### src/logic/psrp_pkg.sv
// package: constants and carrier types for the pseudo static ram host port
package psrp_pkg;
  // ----------------------------------------------------------------------
  // geometry
  // ----------------------------------------------------------------------
  localparam int ADDR_W      = 21;
  localparam int DATA_W      = 16;
  localparam int PAGE_WORDS  = 8;
  localparam int PAGE_BITS   = 3;
  // ----------------------------------------------------------------------
  // timing, figures as printed
  // ----------------------------------------------------------------------
  localparam int CLK_PERIOD_PS        = 40000;
  localparam int READ_CYCLE_NS        = 75;
  localparam int CYCLE_MAX_NS         = 10000;
  localparam int PAGE_STEP_NS         = 30;
  localparam int WRITE_PULSE_NS       = 50;
  localparam int ADDRESS_LEAD_NS      = 60;
  localparam int ENABLE_GAP_NS        = 10;
  localparam int STROBE_GAP_NS        = 15;
  localparam int SLEEP_PULSE_MS       = 10;
  localparam int WAKE_HOLD_US         = 300;
  localparam int POWERUP_HOLD_US      = 30;
  // ----------------------------------------------------------------------
  // derived cycle counts (minimums round up, maximums round down)
  // ----------------------------------------------------------------------
  localparam int READ_CYC   = (READ_CYCLE_NS*1000 + CLK_PERIOD_PS - 1)
                              / CLK_PERIOD_PS;
  localparam int MAX_CYC    = (CYCLE_MAX_NS*1000) / CLK_PERIOD_PS;
  localparam int PAGE_CYC   = (PAGE_STEP_NS*1000 + CLK_PERIOD_PS - 1)
                              / CLK_PERIOD_PS;
  localparam int WPULSE_CYC = (WRITE_PULSE_NS*1000 + CLK_PERIOD_PS - 1)
                              / CLK_PERIOD_PS;
  localparam int ALEAD_CYC  = (ADDRESS_LEAD_NS*1000 + CLK_PERIOD_PS - 1)
                              / CLK_PERIOD_PS;
  localparam int WR_CYC     = (WPULSE_CYC > ALEAD_CYC) ? WPULSE_CYC
                              : ALEAD_CYC;
  localparam int CEGAP_CYC  = (ENABLE_GAP_NS*1000 + CLK_PERIOD_PS - 1)
                              / CLK_PERIOD_PS;
  localparam int WEGAP_CYC  = (STROBE_GAP_NS*1000 + CLK_PERIOD_PS - 1)
                              / CLK_PERIOD_PS;
  localparam int GAP_CYC    = (CEGAP_CYC > WEGAP_CYC) ? CEGAP_CYC
                              : WEGAP_CYC;
  localparam longint SLEEP_CYC_L = (64'(SLEEP_PULSE_MS)*1000000000
                              + CLK_PERIOD_PS - 1) / CLK_PERIOD_PS;
  localparam longint WAKE_CYC_L  = (64'(WAKE_HOLD_US)*1000000
                              + CLK_PERIOD_PS - 1) / CLK_PERIOD_PS;
  localparam longint PWRUP_CYC_L = (64'(POWERUP_HOLD_US)*1000000
                              + CLK_PERIOD_PS - 1) / CLK_PERIOD_PS;
  localparam int CNT_W = 24;
  // ----------------------------------------------------------------------
  // reset values of pin outputs
  // ----------------------------------------------------------------------
  localparam logic [ADDR_W-1:0] ADDR_RST = 21'h000000;
  localparam logic [DATA_W-1:0] DATA_RST = 16'h0000;
  // ----------------------------------------------------------------------
  // commands and states
  // ----------------------------------------------------------------------
  typedef enum logic [1:0] {
    PSRP_CMD_READ  = 2'b00,
    PSRP_CMD_WRITE = 2'b01,
    PSRP_CMD_PAGE  = 2'b10,
    PSRP_CMD_SLEEP = 2'b11
  } psrp_cmd_t;

  typedef enum logic [2:0] {
    PSRP_ST_PWRUP = 3'b000,
    PSRP_ST_IDLE  = 3'b001,
    PSRP_ST_READ  = 3'b010,
    PSRP_ST_PAGE  = 3'b011,
    PSRP_ST_WRITE = 3'b100,
    PSRP_ST_GAP   = 3'b101,
    PSRP_ST_SLEEP = 3'b110,
    PSRP_ST_WAKE  = 3'b111
  } psrp_state_t;

  // user request
  typedef struct packed {
    psrp_cmd_t         cmd;
    logic [ADDR_W-1:0] addr;
    logic [DATA_W-1:0] wdata;
    logic [1:0]        laneEn;   // bit0 lower, bit1 upper
  } psrp_req_t;

  // control pins toward the memory
  typedef struct packed {
    logic chipEnableN;
    logic powerSelect;
    logic outputEnableN;
    logic writeStrobeN;
    logic lowerLaneStrobeN;
    logic upperLaneStrobeN;
  } psrp_pins_t;

  localparam psrp_pins_t PINS_IDLE = '{1'b1, 1'b1, 1'b1, 1'b1, 1'b1, 1'b1};
  localparam psrp_pins_t PINS_OFF  = '{1'b1, 1'b0, 1'b1, 1'b1, 1'b1, 1'b1};
endpackage : psrp_pkg

### src/logic/psrp_host.sv
// host controller driving an asynchronous pseudo static ram
`timescale 1ns/1ps
// Functional notes
// RQ1: address 2M words of 16 bits with a 21-bit word address.
// RQ2: page burst reads 8 words, only low three address bits change.
// RQ3: write strobe low writes; strobe high, output enable low reads.
// RQ4: lane strobes low select bytes 7:0 and 15:8.
// RQ5: enable high, select high is standby; select low is power-down.
// RQ6: power-down: select low 10 ms, then wait 300 us before access.
// RQ7: keep select stable 30 us after power-up before any access.
// RQ8: read data valid by 75 ns; read cycle 75 ns to 10000 ns.
// RQ9: page step at least 30 ns, whole burst within 10000 ns.
// RQ10: write pulse 50 ns, address lead 60 ns, cycle at most 10000 ns.
// RQ11: chip enable high at least 10 ns between accesses.
// RQ12: write strobe high at least 15 ns between write pulses.
// RQ13: short read address cycles need a full read cycle every 10 us.
// RQ14: short write cycles need a full write cycle every 10 us.
// RQ15: device releases data within 20 ns after write strobe falls.
// RQ16: output enable high in a write keeps device outputs off.
// RQ17: enable or lane falling at or after strobe fall keeps outputs off.
// RQ18: enable or lane rising at or before strobe rise keeps outputs off.
// RQ19: never drive data bus while the device drives it.
// RQ20: all timing from clock counters, minimums up, maximums down.
// RQ21: after power-down treat memory contents as undefined.
module psrp_host
  import psrp_pkg::*;
#(
  parameter int          AW         = ADDR_W,
  parameter int          DW         = DATA_W,
  parameter longint      SLEEP_CYC  = SLEEP_CYC_L,
  parameter longint      WAKE_CYC   = WAKE_CYC_L,
  parameter longint      PWRUP_CYC  = PWRUP_CYC_L
) (
  // clock and reset
  input  wire logic           clk,
  input  wire logic           srst,
  // user request side
  input  wire logic           reqValid,
  input  wire psrp_req_t      req,
  output      logic           reqReady,
  output      logic           rspValid,
  output      logic [DW-1:0]  rspData,
  output      logic           contentLost,
  // memory pins
  output      logic [AW-1:0]  wordAddress,
  output      psrp_pins_t     memPins,
  input  wire logic [DW-1:0]  dataBusIn,
  output      logic [DW-1:0]  dataBusOut,
  output      logic           dataBusOe
);
  // ----------------------------------------------------------------------
  // state
  // ----------------------------------------------------------------------
  psrp_state_t          state_r,   state_nxt;
  logic [CNT_W-1:0]     cnt_r,     cnt_nxt;
  logic [CNT_W-1:0]     burst_r,   burst_nxt;
  logic [PAGE_BITS-1:0] step_r,    step_nxt;
  logic [AW-1:0]        addr_r,    addr_nxt;
  logic [DW-1:0]        dout_r,    dout_nxt;
  logic                 oe_r,      oe_nxt;
  psrp_pins_t           pins_r,    pins_nxt;
  logic [1:0]           lane_r,    lane_nxt;
  logic                 rdy_r,     rdy_nxt;
  logic                 rv_r,      rv_nxt;
  logic [DW-1:0]        rd_r,      rd_nxt;
  logic                 lost_r,    lost_nxt;
  logic [DW-1:0]        dSync1_r,  dSync2_r;

  // byte lane mask for reads: unselected lane reads as zero
  function automatic logic [DW-1:0] laneMask(input logic [1:0] en);
    laneMask = {{(DW/2){en[1]}}, {(DW/2){en[0]}}};
  endfunction

  // ----------------------------------------------------------------------
  // data input synchroniser
  // ----------------------------------------------------------------------
  // read data comes from an async pin, so two flops before any use
  always_ff @(posedge clk) begin
    dSync1_r <= dataBusIn;
    dSync2_r <= dSync1_r;
  end

  // ----------------------------------------------------------------------
  // sequencer next state
  // ----------------------------------------------------------------------
  // reads and writes run a full cycle, and a page burst opens with a full read
  // and ends within MAX_CYC, so its short page steps always follow a full cycle
  always_comb begin
    state_nxt = state_r;
    cnt_nxt   = cnt_r + 1'b1;
    burst_nxt = burst_r + 1'b1;
    step_nxt  = step_r;
    addr_nxt  = addr_r;
    dout_nxt  = dout_r;
    oe_nxt    = oe_r;
    pins_nxt  = pins_r;
    lane_nxt  = lane_r;
    rdy_nxt   = 1'b0;
    rv_nxt    = 1'b0;
    rd_nxt    = rd_r;
    lost_nxt  = lost_r;
    case (state_r)
      PSRP_ST_PWRUP: begin
        pins_nxt = PINS_IDLE;                          // RQ7
        if (cnt_r >= CNT_W'(PWRUP_CYC - 1)) begin      // RQ7 RQ20
          state_nxt = PSRP_ST_IDLE;
          rdy_nxt   = 1'b1;
        end
      end
      PSRP_ST_IDLE: begin
        rdy_nxt = 1'b1;
        cnt_nxt = '0;
        burst_nxt = '0;
        if (reqValid && rdy_r) begin
          rdy_nxt  = 1'b0;
          addr_nxt = req.addr;                         // RQ1
          lane_nxt = req.laneEn;
          step_nxt = '0;
          pins_nxt.lowerLaneStrobeN = ~req.laneEn[0];  // RQ4
          pins_nxt.upperLaneStrobeN = ~req.laneEn[1];  // RQ4
          case (req.cmd)
            PSRP_CMD_WRITE: begin
              // enable, lane and strobe fall together; oe stays high
              state_nxt = PSRP_ST_WRITE;
              pins_nxt.chipEnableN   = 1'b0;
              pins_nxt.writeStrobeN  = 1'b0;           // RQ3 RQ17
              pins_nxt.outputEnableN = 1'b1;           // RQ16
              dout_nxt  = req.wdata;
              oe_nxt    = 1'b1;                        // RQ19
            end
            PSRP_CMD_SLEEP: begin
              state_nxt = PSRP_ST_SLEEP;
              pins_nxt  = PINS_OFF;                    // RQ5 RQ6
              lost_nxt  = 1'b1;                        // RQ21
            end
            PSRP_CMD_PAGE: begin
              state_nxt = PSRP_ST_PAGE;
              addr_nxt  = {req.addr[AW-1:PAGE_BITS],
                           {PAGE_BITS{1'b0}}};         // RQ2
              pins_nxt.chipEnableN   = 1'b0;
              pins_nxt.outputEnableN = 1'b0;
            end
            default: begin
              state_nxt = PSRP_ST_READ;
              pins_nxt.chipEnableN   = 1'b0;           // RQ3
              pins_nxt.outputEnableN = 1'b0;
            end
          endcase
        end
      end
      PSRP_ST_READ: begin
        // sample two flops late; hold cycle open for sync latency
        if (cnt_r >= CNT_W'(READ_CYC + 1)) begin       // RQ8 RQ13 RQ20
          rd_nxt    = dSync2_r & laneMask(lane_r);
          rv_nxt    = 1'b1;
          state_nxt = PSRP_ST_GAP;
          pins_nxt  = PINS_IDLE;
          cnt_nxt   = '0;
        end
      end
      PSRP_ST_PAGE: begin
        // first word needs full access, later ones a page step
        if ((step_r == '0 && cnt_r >= CNT_W'(READ_CYC + 1)) ||
            (step_r != '0 && cnt_r >= CNT_W'(PAGE_CYC + 1))) begin // RQ9
          rd_nxt  = dSync2_r & laneMask(lane_r);
          rv_nxt  = 1'b1;
          cnt_nxt = '0;
          if (step_r == 3'(PAGE_WORDS - 1) ||
              burst_r >= CNT_W'(MAX_CYC - PAGE_CYC - 2)) begin // RQ9
            state_nxt = PSRP_ST_GAP;
            pins_nxt  = PINS_IDLE;
          end else begin
            step_nxt = step_r + 1'b1;
            addr_nxt = {addr_r[AW-1:PAGE_BITS], step_r + 3'h1}; // RQ2
          end
        end
      end
      PSRP_ST_WRITE: begin
        // strobe and enable rise together, address held throughout
        if (cnt_r >= CNT_W'(WR_CYC - 1)) begin         // RQ10 RQ14 RQ20
          state_nxt = PSRP_ST_GAP;
          pins_nxt  = PINS_IDLE;                       // RQ18
          cnt_nxt   = '0;
        end
      end
      PSRP_ST_GAP: begin
        oe_nxt = 1'b0;
        if (cnt_r >= CNT_W'(GAP_CYC - 1)) begin        // RQ11 RQ12
          state_nxt = PSRP_ST_IDLE;
          rdy_nxt   = 1'b1;
          cnt_nxt   = '0;
        end
      end
      PSRP_ST_SLEEP: begin
        if (cnt_r >= CNT_W'(SLEEP_CYC - 1)) begin      // RQ6 RQ20
          state_nxt = PSRP_ST_WAKE;
          pins_nxt  = PINS_IDLE;
          cnt_nxt   = '0;
        end
      end
      PSRP_ST_WAKE: begin
        if (cnt_r >= CNT_W'(WAKE_CYC - 1)) begin       // RQ6
          state_nxt = PSRP_ST_IDLE;
          rdy_nxt   = 1'b1;
          cnt_nxt   = '0;
        end
      end
      default: begin
        state_nxt = PSRP_ST_PWRUP;
        pins_nxt  = PINS_IDLE;
      end
    endcase
    // a fresh write after power-down means software is reinitialising
    if (state_r == PSRP_ST_IDLE && reqValid && rdy_r &&
        req.cmd == PSRP_CMD_WRITE)
      lost_nxt = 1'b0;                                 // RQ21
  end

  // ----------------------------------------------------------------------
  // sequencer registers
  // ----------------------------------------------------------------------
  always_ff @(posedge clk) begin
    if (srst) begin
      state_r <= PSRP_ST_PWRUP;
      cnt_r   <= '0;
      burst_r <= '0;
      step_r  <= '0;
      addr_r  <= ADDR_RST;
      dout_r  <= DATA_RST;
      oe_r    <= 1'b0;
      pins_r  <= PINS_IDLE;
      lane_r  <= '0;
      rdy_r   <= 1'b0;
      rv_r    <= 1'b0;
      rd_r    <= DATA_RST;
      lost_r  <= 1'b1;
    end else begin
      state_r <= state_nxt;
      cnt_r   <= cnt_nxt;
      burst_r <= burst_nxt;
      step_r  <= step_nxt;
      addr_r  <= addr_nxt;
      dout_r  <= dout_nxt;
      oe_r    <= oe_nxt;
      pins_r  <= pins_nxt;
      lane_r  <= lane_nxt;
      rdy_r   <= rdy_nxt;
      rv_r    <= rv_nxt;
      rd_r    <= rd_nxt;
      lost_r  <= lost_nxt;
    end
  end

  // ----------------------------------------------------------------------
  // outputs
  // ----------------------------------------------------------------------
  assign reqReady    = rdy_r;
  assign rspValid    = rv_r;
  assign rspData     = rd_r;
  assign contentLost = lost_r;
  assign wordAddress = addr_r;
  assign memPins     = pins_r;
  assign dataBusOut  = dout_r;
  assign dataBusOe   = oe_r;

  // ----------------------------------------------------------------------
  // checks
  // ----------------------------------------------------------------------
  property p_no_contention;
    @(posedge clk) disable iff (srst)
      dataBusOe |-> memPins.outputEnableN;
  endproperty
  a_no_contention: assert property (p_no_contention) // RQ19
    else $error("bus driven while memory output enabled");

  property p_write_pulse;
    @(posedge clk) disable iff (srst)
      $fell(memPins.writeStrobeN) |-> !memPins.writeStrobeN [*2];
  endproperty
  a_write_pulse: assert property (p_write_pulse) // RQ10
    else $error("write pulse shorter than minimum");

  property p_enable_gap;
    @(posedge clk) disable iff (srst)
      $rose(memPins.chipEnableN) |-> memPins.chipEnableN [*2];
  endproperty
  a_enable_gap: assert property (p_enable_gap) // RQ11
    else $error("chip enable gap too short");

  property p_strobe_gap;
    @(posedge clk) disable iff (srst)
      $rose(memPins.writeStrobeN) |-> memPins.writeStrobeN [*1] ##1
        memPins.writeStrobeN;
  endproperty
  a_strobe_gap: assert property (p_strobe_gap) // RQ12
    else $error("write strobe gap too short");

  property p_read_len;
    @(posedge clk) disable iff (srst)
      (state_r == PSRP_ST_IDLE && state_nxt == PSRP_ST_READ) |=>
        !memPins.chipEnableN [*4];
  endproperty
  a_read_len: assert property (p_read_len) // RQ8
    else $error("read cycle shorter than minimum");

  property p_write_oe_high;
    @(posedge clk) disable iff (srst)
      !memPins.writeStrobeN |-> memPins.outputEnableN;
  endproperty
  a_write_oe_high: assert property (p_write_oe_high) // RQ16
    else $error("output enable low during write");

  property p_page_upper;
    @(posedge clk) disable iff (srst)
      (state_r == PSRP_ST_PAGE && $past(state_r) == PSRP_ST_PAGE) |->
        wordAddress[AW-1:PAGE_BITS] == $past(wordAddress[AW-1:PAGE_BITS]);
  endproperty
  a_page_upper: assert property (p_page_upper) // RQ2
    else $error("upper address changed within page");

  property p_sleep_lost;
    @(posedge clk) disable iff (srst)
      (state_r == PSRP_ST_SLEEP) |-> (contentLost && !memPins.powerSelect);
  endproperty
  a_sleep_lost: assert property (p_sleep_lost) // RQ6
    else $error("power-down without select low or lost flag");
endmodule // psrp_host

### config.mk
export PLATFORM = sky130hd
export DESIGN_NAME = psrp_host
export DESIGN_NICKNAME = d
export VERILOG_FILES = /design/src/logic/psrp_pkg.sv /design/src/logic/psrp_host.sv
export SDC_FILE = /design/constraint.sdc
export NUM_CORES = 1
export LEC_CHECK = 0
export ABC_CLOCK_PERIOD_IN_PS = 2600
export BUFFER_PORTS_ARGS = -buffer_cell sky130_fd_sc_hd__buf_2
export CAP_MARGIN = 20
export CORE_MARGIN = 1
export CORE_UTILIZATION = 54
export DETAILED_ROUTE_END_ITERATION = 10
export PLACE_DENSITY = 0.79
export SLEW_MARGIN = 20
export SYNTH_ARGS = -nofsm -noshare
export SYNTH_HDL_FRONTEND = slang
export SYNTH_SLANG_ARGS = --single-unit
### constraint.sdc
create_clock -name clk -period 2.6 [get_ports clk]
set_input_delay 0.13 -clock clk [delete_from_list [all_inputs] [get_ports clk]]
set_output_delay 0.13 -clock clk [all_outputs]
set_load 0.05 [all_outputs]
# --- After elaboration in Yosys (flattened, before gate mapping) ---
# Index checks and enable logic that the tools add are counted.
classes:
  n_addsub: 3
  order_cmp: 8
  n_eq_ne: 24
  muxes: 57
  bitwise_logic: 4
  n_reduce_logical: 31
ops:
  columns: ["op", "n"]
  rows:
  - ["one-hot mux 24 bit (7 select lines)", 1]
  - ["two-way mux 24 bit", 6]
  - ["adder 24 x 1 -> 24 bit, second input constant", 2]
  - [">= comparator 24 x 1 -> 1 bit, second input constant", 2]
  - [">= comparator 24 x 2 -> 1 bit, second input constant", 2]
  - ["two-way mux 3 bit", 15]
  - ["one-hot mux 21 bit (2 select lines)", 1]
  - ["two-way mux 6 bit", 6]
  - ["one-hot mux 6 bit (6 select lines)", 1]
  - ["two-way mux 16 bit", 2]
  - ["one-hot mux 16 bit (2 select lines)", 1]
  - [">= comparator 24 x 10 -> 1 bit, second input constant", 1]
  - [">= comparator 24 x 13 -> 1 bit, second input constant", 1]
  - [">= comparator 24 x 18 -> 1 bit, second input constant", 1]
  - [">= comparator 24 x 8 -> 1 bit, second input constant", 1]
  - ["one-hot mux 3 bit (8 select lines)", 1]
  - ["two-way mux 21 bit", 1]
  - ["inequality test 2 bit, second input constant", 10]
  - ["bitwise AND 16 bit", 1]
  - ["AND reduction 8 bit", 2]
  - ["== test 3 bit, second input constant", 5]
  - ["two-way mux 1 bit", 15]
  - ["AND reduction 3 bit", 5]
  - ["nonzero test 2 bit", 6]
  - ["other kinds (23)", 38]
word_totals:
  ff_bits: 151
  input_bits: 60
  out_inout_bits: 63
  word_cells: 148

# --- Logic depth before layout (Yosys ltp) ---
# Gate-level depths: netlist (run 1).
logic_depth:
  depth_word: 6
  mapped_depth: 10
  ltp_nobuf: 9

# --- Worst setup path after synthesis (run 1) ---
# OpenSTA, ideal clock, no wires.
synth_path:
  path_kind: "register to register"
  start: "reg cnt_r[0]"
  end: "reg pins_r (netlist bit memPins[4])"
  setup_time_ps: 122
  t_arrival_ps: 2190
  required_ps: 2478
  slack_ps: 288
  path_stages_with_launch: 10
  path_buffers: 1
  period_less_slack_ps: 2312
  cell_sequence: "dfxtp_1 ha_1 and3_4 o41ai_2 a21oi_1 a2111oi_4 nor3_4 and2_4 buf_6 a221o_1"
synth_via:
  elab_chain_cells: 5
  elab_cells_between_ends: 12
  classes_between: "order compare: 4; eq/ne: 4; reduce/logical: 4"
synth_rtl:
  columns: ["element", "line", "text"]
  rows:
  - ["start, declared", "psrp_host.sv:55", "logic [CNT_W-1:0] cnt_r, cnt_nxt;"]
  - ["start signal, assigned", "psrp_host.sv:239", "cnt_r <= cnt_nxt;"]
  - [">= comparator 24 x 2 -> 1 bit, on equally long branches", "psrp_host.sv:153, psrp_host.sv:163, psrp_host.sv:164", null]
  - ["logical AND 1 bit, on equally long branches", "psrp_host.sv:163, psrp_host.sv:164", null]
  - ["logical OR 1 bit", "psrp_host.sv:163", "if ((step_r == '0 && cnt_r >= CNT_W'(READ_CYC + 1)) ||"]
  - ["inequality test 2 bit (no source line)", null, null]
  - ["AND reduction 8 bit (no source line) *", null, null]
  - ["end signal, assigned", "psrp_host.sv:245", "pins_r <= pins_nxt;"]
  - ["end, declared", "psrp_host.sv:61", "psrp_pins_t pins_r, pins_nxt;"]
# Every way passes the cells marked *; elsewhere a longest branch is shown, timed or not.
# A chain may end at the register's enable or synchronous reset.

# --- Worst setup path in the final report (run 1) ---
layout_path:
  start: "reg cnt_r[0]"
  end: "reg cnt_r[19]"
layout_via:
  elab_chain_cells: 5
  elab_cells_between_ends: 17
  classes_between: "add/sub: 1; order compare: 6; mux: 7; reduce/logical: 3"
layout_rtl:
  columns: ["element", "line", "text"]
  rows:
  - [">= comparator 24 x 2 -> 1 bit, on equally long branches", "psrp_host.sv:153, psrp_host.sv:163, psrp_host.sv:164", null]
  - ["logical AND 1 bit, on equally long branches", "psrp_host.sv:163, psrp_host.sv:164", null]
  - ["logical OR 1 bit", "psrp_host.sv:163", null]
  - ["two-way mux 24 bit", "psrp_host.sv:163", null]
  - ["one-hot mux 24 bit (7 select lines) *", "psrp_host.sv:102", "case (state_r)"]
# Marks and branches as above.

==> results of run 1 <==
-- placed cells by master (no fill, tap or decap), drive strengths merged, types with 17 or more instances in the layout --
cell         synthesis  final
dfxtp              151    151
buf                 10    132
nand2               93     93
nor2                81     81
a21oi               71     71
dlygate4sd3          0     56
nand3               53     53
inv                 15     25
xnor2               23     23
xor2                17     17
clkbuf              30     17
-- stage by stage --
stage	std cells	total power (W)	setup WS (ns)
final	977	0.00547	0.190
after global routing	977	0.00568	0.0616
after CTS	977	0.00549	0.135
after detailed placement	889	0.00310	0.150
after global placement	889	0.00307	0.294
after floorplan	661	0.00294	0.288
-- cell families (layout without fill, tap and decap cells) --
logic type                 after synthesis  after routing  synth area share
buffers and inverters                   55            235            0.0397
DFF                                    151            151             0.522
adders and majority gates                9              9            0.0194
muxes                                    5              5           0.00864
xor gates and xnor gates                40             40            0.0604
AOI/OAI and AO/OA                      106            106             0.111
and+or+nand+nor                        295            295             0.240
-- flip-flops by register name, indices dropped and copies added, names as in the netlist --
name	cells
burst_r	24
cnt_r	24
contentLost	1
dSync1_r	16
dSync2_r	16
dataBusOe	1
dataBusOut	16
lane_r	2
memPins	6
reqReady	1
rspData	16
rspValid	1
state_r	3
step_r	3
wordAddress	21
-- path summary, 6_finish.rpt --
check,endpoint,slack [ns],cells past startpoint
setup / recovery,cnt_r[19],0.19,8
hold reg to reg,dSync2_r[6],0.33,0
hold / removal,wordAddress[0],0.03,5
setup reg to reg,cnt_r[19],0.19,8
-- worst max-delay path: stages (launching register included) --
cell and delay, ns:
dfxtp_1 0.37, ha_1 0.27, and3_4 0.21, o41ai_2 0.19, a21oi_1 0.14, a2111oi_4 0.46
nor2_1 0.08, a31o_2 0.41, nor2_1 0.20
-- power groups by stage --
stage,clock network [W],registers (W),logic [W]
final,0.00234,0.00249,0.000647
after global placement,0,0.00253,0.000543
after global routing,0.00248,0.00250,0.000706
after floorplan,0,0.00255,0.000386
after CTS,0.00237,0.00249,0.000631
after detailed placement,0,0.00254,0.000562
-- synth_stat cells (3+ instances only) --
| cell type | instances |
|---|---|
| xnor2_1 | 23 |
| or3_1 | 8 |
| xor2_1 | 17 |
| o211ai_1 | 3 |
| nand2b_1 | 5 |
| nand3_1 | 53 |
| dfxtp_1 | 151 |
| or4_1 | 3 |
| ha_1 | 9 |
| mux2i_1 | 5 |
| and3_1 | 3 |
| clkbuf_1 | 30 |
| a21oi_1 | 71 |
| buf_2 | 7 |
| nand4_1 | 15 |
| a211oi_1 | 3 |
| nand2_1 | 93 |
| nor3_1 | 12 |
| o21ai_0 | 7 |
| a31oi_1 | 4 |
| nor4_1 | 3 |
| nor2_1 | 81 |
| and2_1 | 4 |
| inv_1 | 15 |
-- final cells by class --
class,count,area (µm²)
fillers,701,2760
repair buffers,188,1250
clock inverters,15,154
well taps,136,170
inverters,15,56.3
multi-input cells,455,2550
clock buffers,17,414
flip-flops and latches,151,3020
-- layer usage --
metal | share of wire | vias to the layer above | track usage
li1 | - | 2580 | -
met4 | 0.033 | 0 | 0.129
met5 | 0 | - | 0
met3 | 0.064 | 50 | 0.0680
met1 | 0.39 | 2544 | 0.304
met2 | 0.51 | 232 | 0.469
-- repair_timing --
item                                    CTS  global route
endpoints found under the hold margin    60             0
resized for setup                         0             2
hold buffers                             56             0
endpoints found under the setup margin    0            13
==> reports/qor.txt, run 1 <==
outcome -> finished, final reports clean
Clock power frac -> 0.427
initial antenna violation count -> 0
Remaining Overflow, GRT -> 0
Area Growth Syn to Fin -> 31.4%
FP Rows -> 37
initial core utilization -> 0.559
CTS Sinks -> 151
mean area per synthesized cell -> 8.77 µm²
layout cells sized above 1 -> 0.214
DRC Markers -> 0
placed instance area -> 6480 µm²
DR vias/cell -> 5.53
routed len/inst -> 14.8 µm
top cell type's share of synthesized area -> 0.522
PortBufs -> 122
die footprint -> 11200 µm²
Main synth FF type -> dfxtp_1
relative slew slack -> 0.522
number of max-cap violations -> 0
RSZ-0062 raised after global routing -> false
Yosys top cell by area -> dfxtp_1
Num CTS Buffers -> 17
final hold vios -> 0
largest net degree at the start of global routing -> 33
postcts setup bufs -> 0
clock skew -> 0.0120 ns
final WL -> 14.5 mm
CTS Buffer Depth -> 2
synth warn -> 0
vias in the first global route -> 5265
Synth async-reset ratio -> 0
CTS root buf -> clkbuf_8
sw power -> 0.00158 W
CP Launch Type -> flop
Final Core Density -> 0.734
Final nets -> 897
CTS tree -> yes
hold slack -> 0.0282 ns
Sw Ratio -> 0.288
GRT Total Usage -> 0.268
shortest period the worst path allows -> 2.41 ns
count of pins over their slew limit -> 0
HPWL after DPL -> 8.90 mm
syn nets -> 730
Int Power -> 0.00389 W
Critical Path RT -> 3.05 ns
Synth area leaders -> dfxtp_1, a21oi_1, nand2_1
Cells after Synth -> 661
Yosys reg bits -> 151
Comb pwr share -> 0.118
sum of negative setup slack -> 0 ns
crit-path max FO -> 24
Max Fclk -> 0.415 GHz
hold_sp -> req[18]
Core ar. -> 10400 µm²
# setup viols final -> 0
vias -> 5406
crit end category -> flop
first-pass iteration count of the detailed router -> 7
Finished Cell Area -> 7610 µm²
EDFF count, synth -> 0
maximum VDD drop -> 778 µV
clk_lat worst skew -> 0.53 ns
H-tree depth -> 4
Crit Path Class -> reg -> reg
worst min path class -> in -> reg
Die Wd -> 106 µm
die height -> 106 µm
Iteration-0 DRC Markers -> 450
LEAKAGE -> 3.06 nW
synth unique cells -> 55
Final Wtd Congestion -> 0.824
Post-Syn Area -> 5800 µm²
# IOs -> 123
Least-Margin Pin Slew -> 0.716 ns
# diodes -> 0
Antenna Violating Nets Remaining -> 0
part of the cycle the worst path needs -> 0.927
PwrDens -> 719 nW/µm²
r2r startpoint -> cnt_r[0]
share of the yosys chip area belonging to registers -> 0.522
clock transition at the registers of the reported paths -> 0.07 ns
crit path DAT -> 2.86 ns
first-pass GRT wire length -> 23.8 mm
CP Launch Point -> cnt_r[0]
Reg power frac -> 0.455
Power figures use the tool's default switching activity.
==> inputs of run 2 (changes only) <==
--- a/config.mk
+++ b/config.mk
@@ -11,6 +11,7 @@
 export CORE_MARGIN = 1
 export CORE_UTILIZATION = 54
 export DETAILED_ROUTE_END_ITERATION = 10
+export HOLD_SLACK_MARGIN = 0.1
 export PLACE_DENSITY = 0.79
 export SLEW_MARGIN = 20
 export SYNTH_ARGS = -nofsm -noshare
==> run 2 against run 1 <==
Effect of this change: clock skew is essentially flat; setup slack worse by 0.030 ns; clock power is essentially flat; combinational power is 0.6% higher; routed wire length grew 0.49%.
==> reports/qor.txt, run 2 (same netlist as run 1, synthesis figures left out) <==
outcome -> finished, final reports clean
Fillers -> 697
DRC Markers -> 0
CTS Sinks -> 151
sw power -> 0.00158 W
FP Rows -> 37
largest net degree at the start of global routing -> 33
CTS tree -> yes
Crit Path Class -> reg -> reg
vias -> 5416
Iteration-0 DRC Markers -> 416
max incr delay on CP -> 0.46 ns
die height -> 106 µm
crit end category -> flop
sum of negative setup slack -> 0 ns
most common cell after layout, fill and taps aside -> dfxtp_1
Final nets -> 899
clk_lat worst skew -> 0.53 ns
crit path cell chain -> ha_1 > o21ai_0 > nor4b_1 > o211ai_1 > nor2_1 > nand3_1 > a31o_2 > nor2_1
shortest period the worst path allows -> 2.44 ns
Remaining Overflow, GRT -> 0
Least-Margin Pin Slew -> 0.723 ns
DR vias/cell -> 5.53
RSZ-0062 raised after global routing -> false
HPWL after DPL -> 8.90 mm
crit-path max FO -> 24
maximum VDD drop -> 778 µV
Slowest cell on crit path -> a31o_2
cell family with the largest share of critical-path delay -> simple AND/OR/NAND/NOR gates
Die Wd -> 106 µm
GRT Total Usage -> 0.270
Clock power frac -> 0.427
layout cells sized above 1 -> 0.214
relative slew slack -> 0.518
# setup viols final -> 0
Num CTS Buffers -> 17
Core ar. -> 10400 µm²
PortBufs -> 122
postcts setup bufs -> 0
part of the cycle the worst path needs -> 0.938
CP bufs+invs -> 0
non-filler cells, final -> 979
CTS Buffer Depth -> 2
die footprint -> 11200 µm²
crit path DAT -> 2.89 ns
first-pass GRT wire length -> 24.0 mm
most frequent cells in the layout -> dfxtp_1, buf_2, nand2_1, nor2_1, a21oi_1
initial antenna violation count -> 0
cells on worst reg2reg path -> 8
H-tree depth -> 4
Antenna Violating Nets Remaining -> 0
worst min path class -> in -> reg
count of pins over their slew limit -> 0
clock skew -> 0.0120 ns
number of max-cap violations -> 0
final WL -> 14.6 mm
LEAKAGE -> 3.07 nW
Comb pwr share -> 0.119
cell depth of the worst setup path -> 8
Final Wtd Congestion -> 0.824
Area Growth Syn to Fin -> 31.7%
# diodes -> 0
Sw Ratio -> 0.288
first-pass iteration count of the detailed router -> 5
CP dominant cell by count -> nor2_1
routed len/inst -> 14.9 µm
# IOs -> 123
CTS root buf -> clkbuf_8
initial core utilization -> 0.559
Reg power frac -> 0.455
vias in the first global route -> 5306
Max Fclk -> 0.410 GHz
PwrDens -> 717 nW/µm²
clock transition at the registers of the reported paths -> 0.07 ns
final hold vios -> 0
placed cell count -> 889
worst hold stages -> 5
CP Launch Type -> flop
Critical Path RT -> 3.05 ns
Int Power -> 0.00390 W
-- run 2: path summary, 6_finish.rpt --
check	startpoint	end	slack (ns)
worst max-delay path	cnt_r[0]	cnt_r[19]	0.16
worst max register to register	cnt_r[0]	cnt_r[19]	0.16
worst min register to register	dSync1_r[6]	dSync2_r[6]	0.33
worst min-delay path	reqValid	reqReady	0.19
-- run 2: per-layer routing --
layer  wire [µm]  vias to the layer above  track usage
met5           0                        -            0
met4         529                        0        0.133
met3         929                       56       0.0693
met2        7410                      244        0.470
met1        5700                     2531        0.306
li1            -                     2585            -
-- run 2: layout make-up --
cell class	instances	area (µm²)	share of cell area
inverter	15	56.3	0.00738
tap	136	170	0.0223
timing repair buffer	190	1270	0.166
clock inverter	15	154	0.0202
clock buffer	17	414	0.0543
sequential	151	3020	0.396
multi-input combinational	455	2550	0.334
-- run 2: stage by stage --
stage | util | setup slack, ns | hold WS, ns | total power [W] | cell area [µm²]
6_report | 0.736 | 0.160 | 0.187 | 0.00547 | 7630
2_1_floorplan | - | 0.288 | 0.158 | 0.00294 | 5800
4_1_cts | 0.735 | 0.135 | 0.159 | 0.00549 | 7630
3_5_place_dp | 0.625 | 0.150 | 0.234 | 0.00310 | 6480
3_3_place_gp | 0.625 | 0.294 | 0.232 | 0.00307 | 6480
5_1_grt | 0.736 | 0.0616 | 0.188 | 0.00569 | 7630
-- run 2: power by group through the flow --
stage          Clock (W)  Combinational [W]  Sequential [W]
2_1_floorplan          0           0.000386         0.00255
3_3_place_gp           0           0.000543         0.00253
3_5_place_dp           0           0.000562         0.00254
4_1_cts          0.00237           0.000634         0.00249
5_1_grt          0.00248           0.000709         0.00250
6_report         0.00234           0.000651         0.00249
-- run 2: timing repair --
item / in CTS / in global routing
gates resized for setup: 0 / 2
hold endpoints to repair: 68 / 0
hold buffers: 58 / 0
setup endpoints to repair: 0 / 13
-- run 2: worst min-delay path, cell delays in order --
cell and delay [ns]:
buf_2 0.09, nand2_1 0.08, o21ai_0 0.18, o22a_1 0.15, nor2_1 0.04
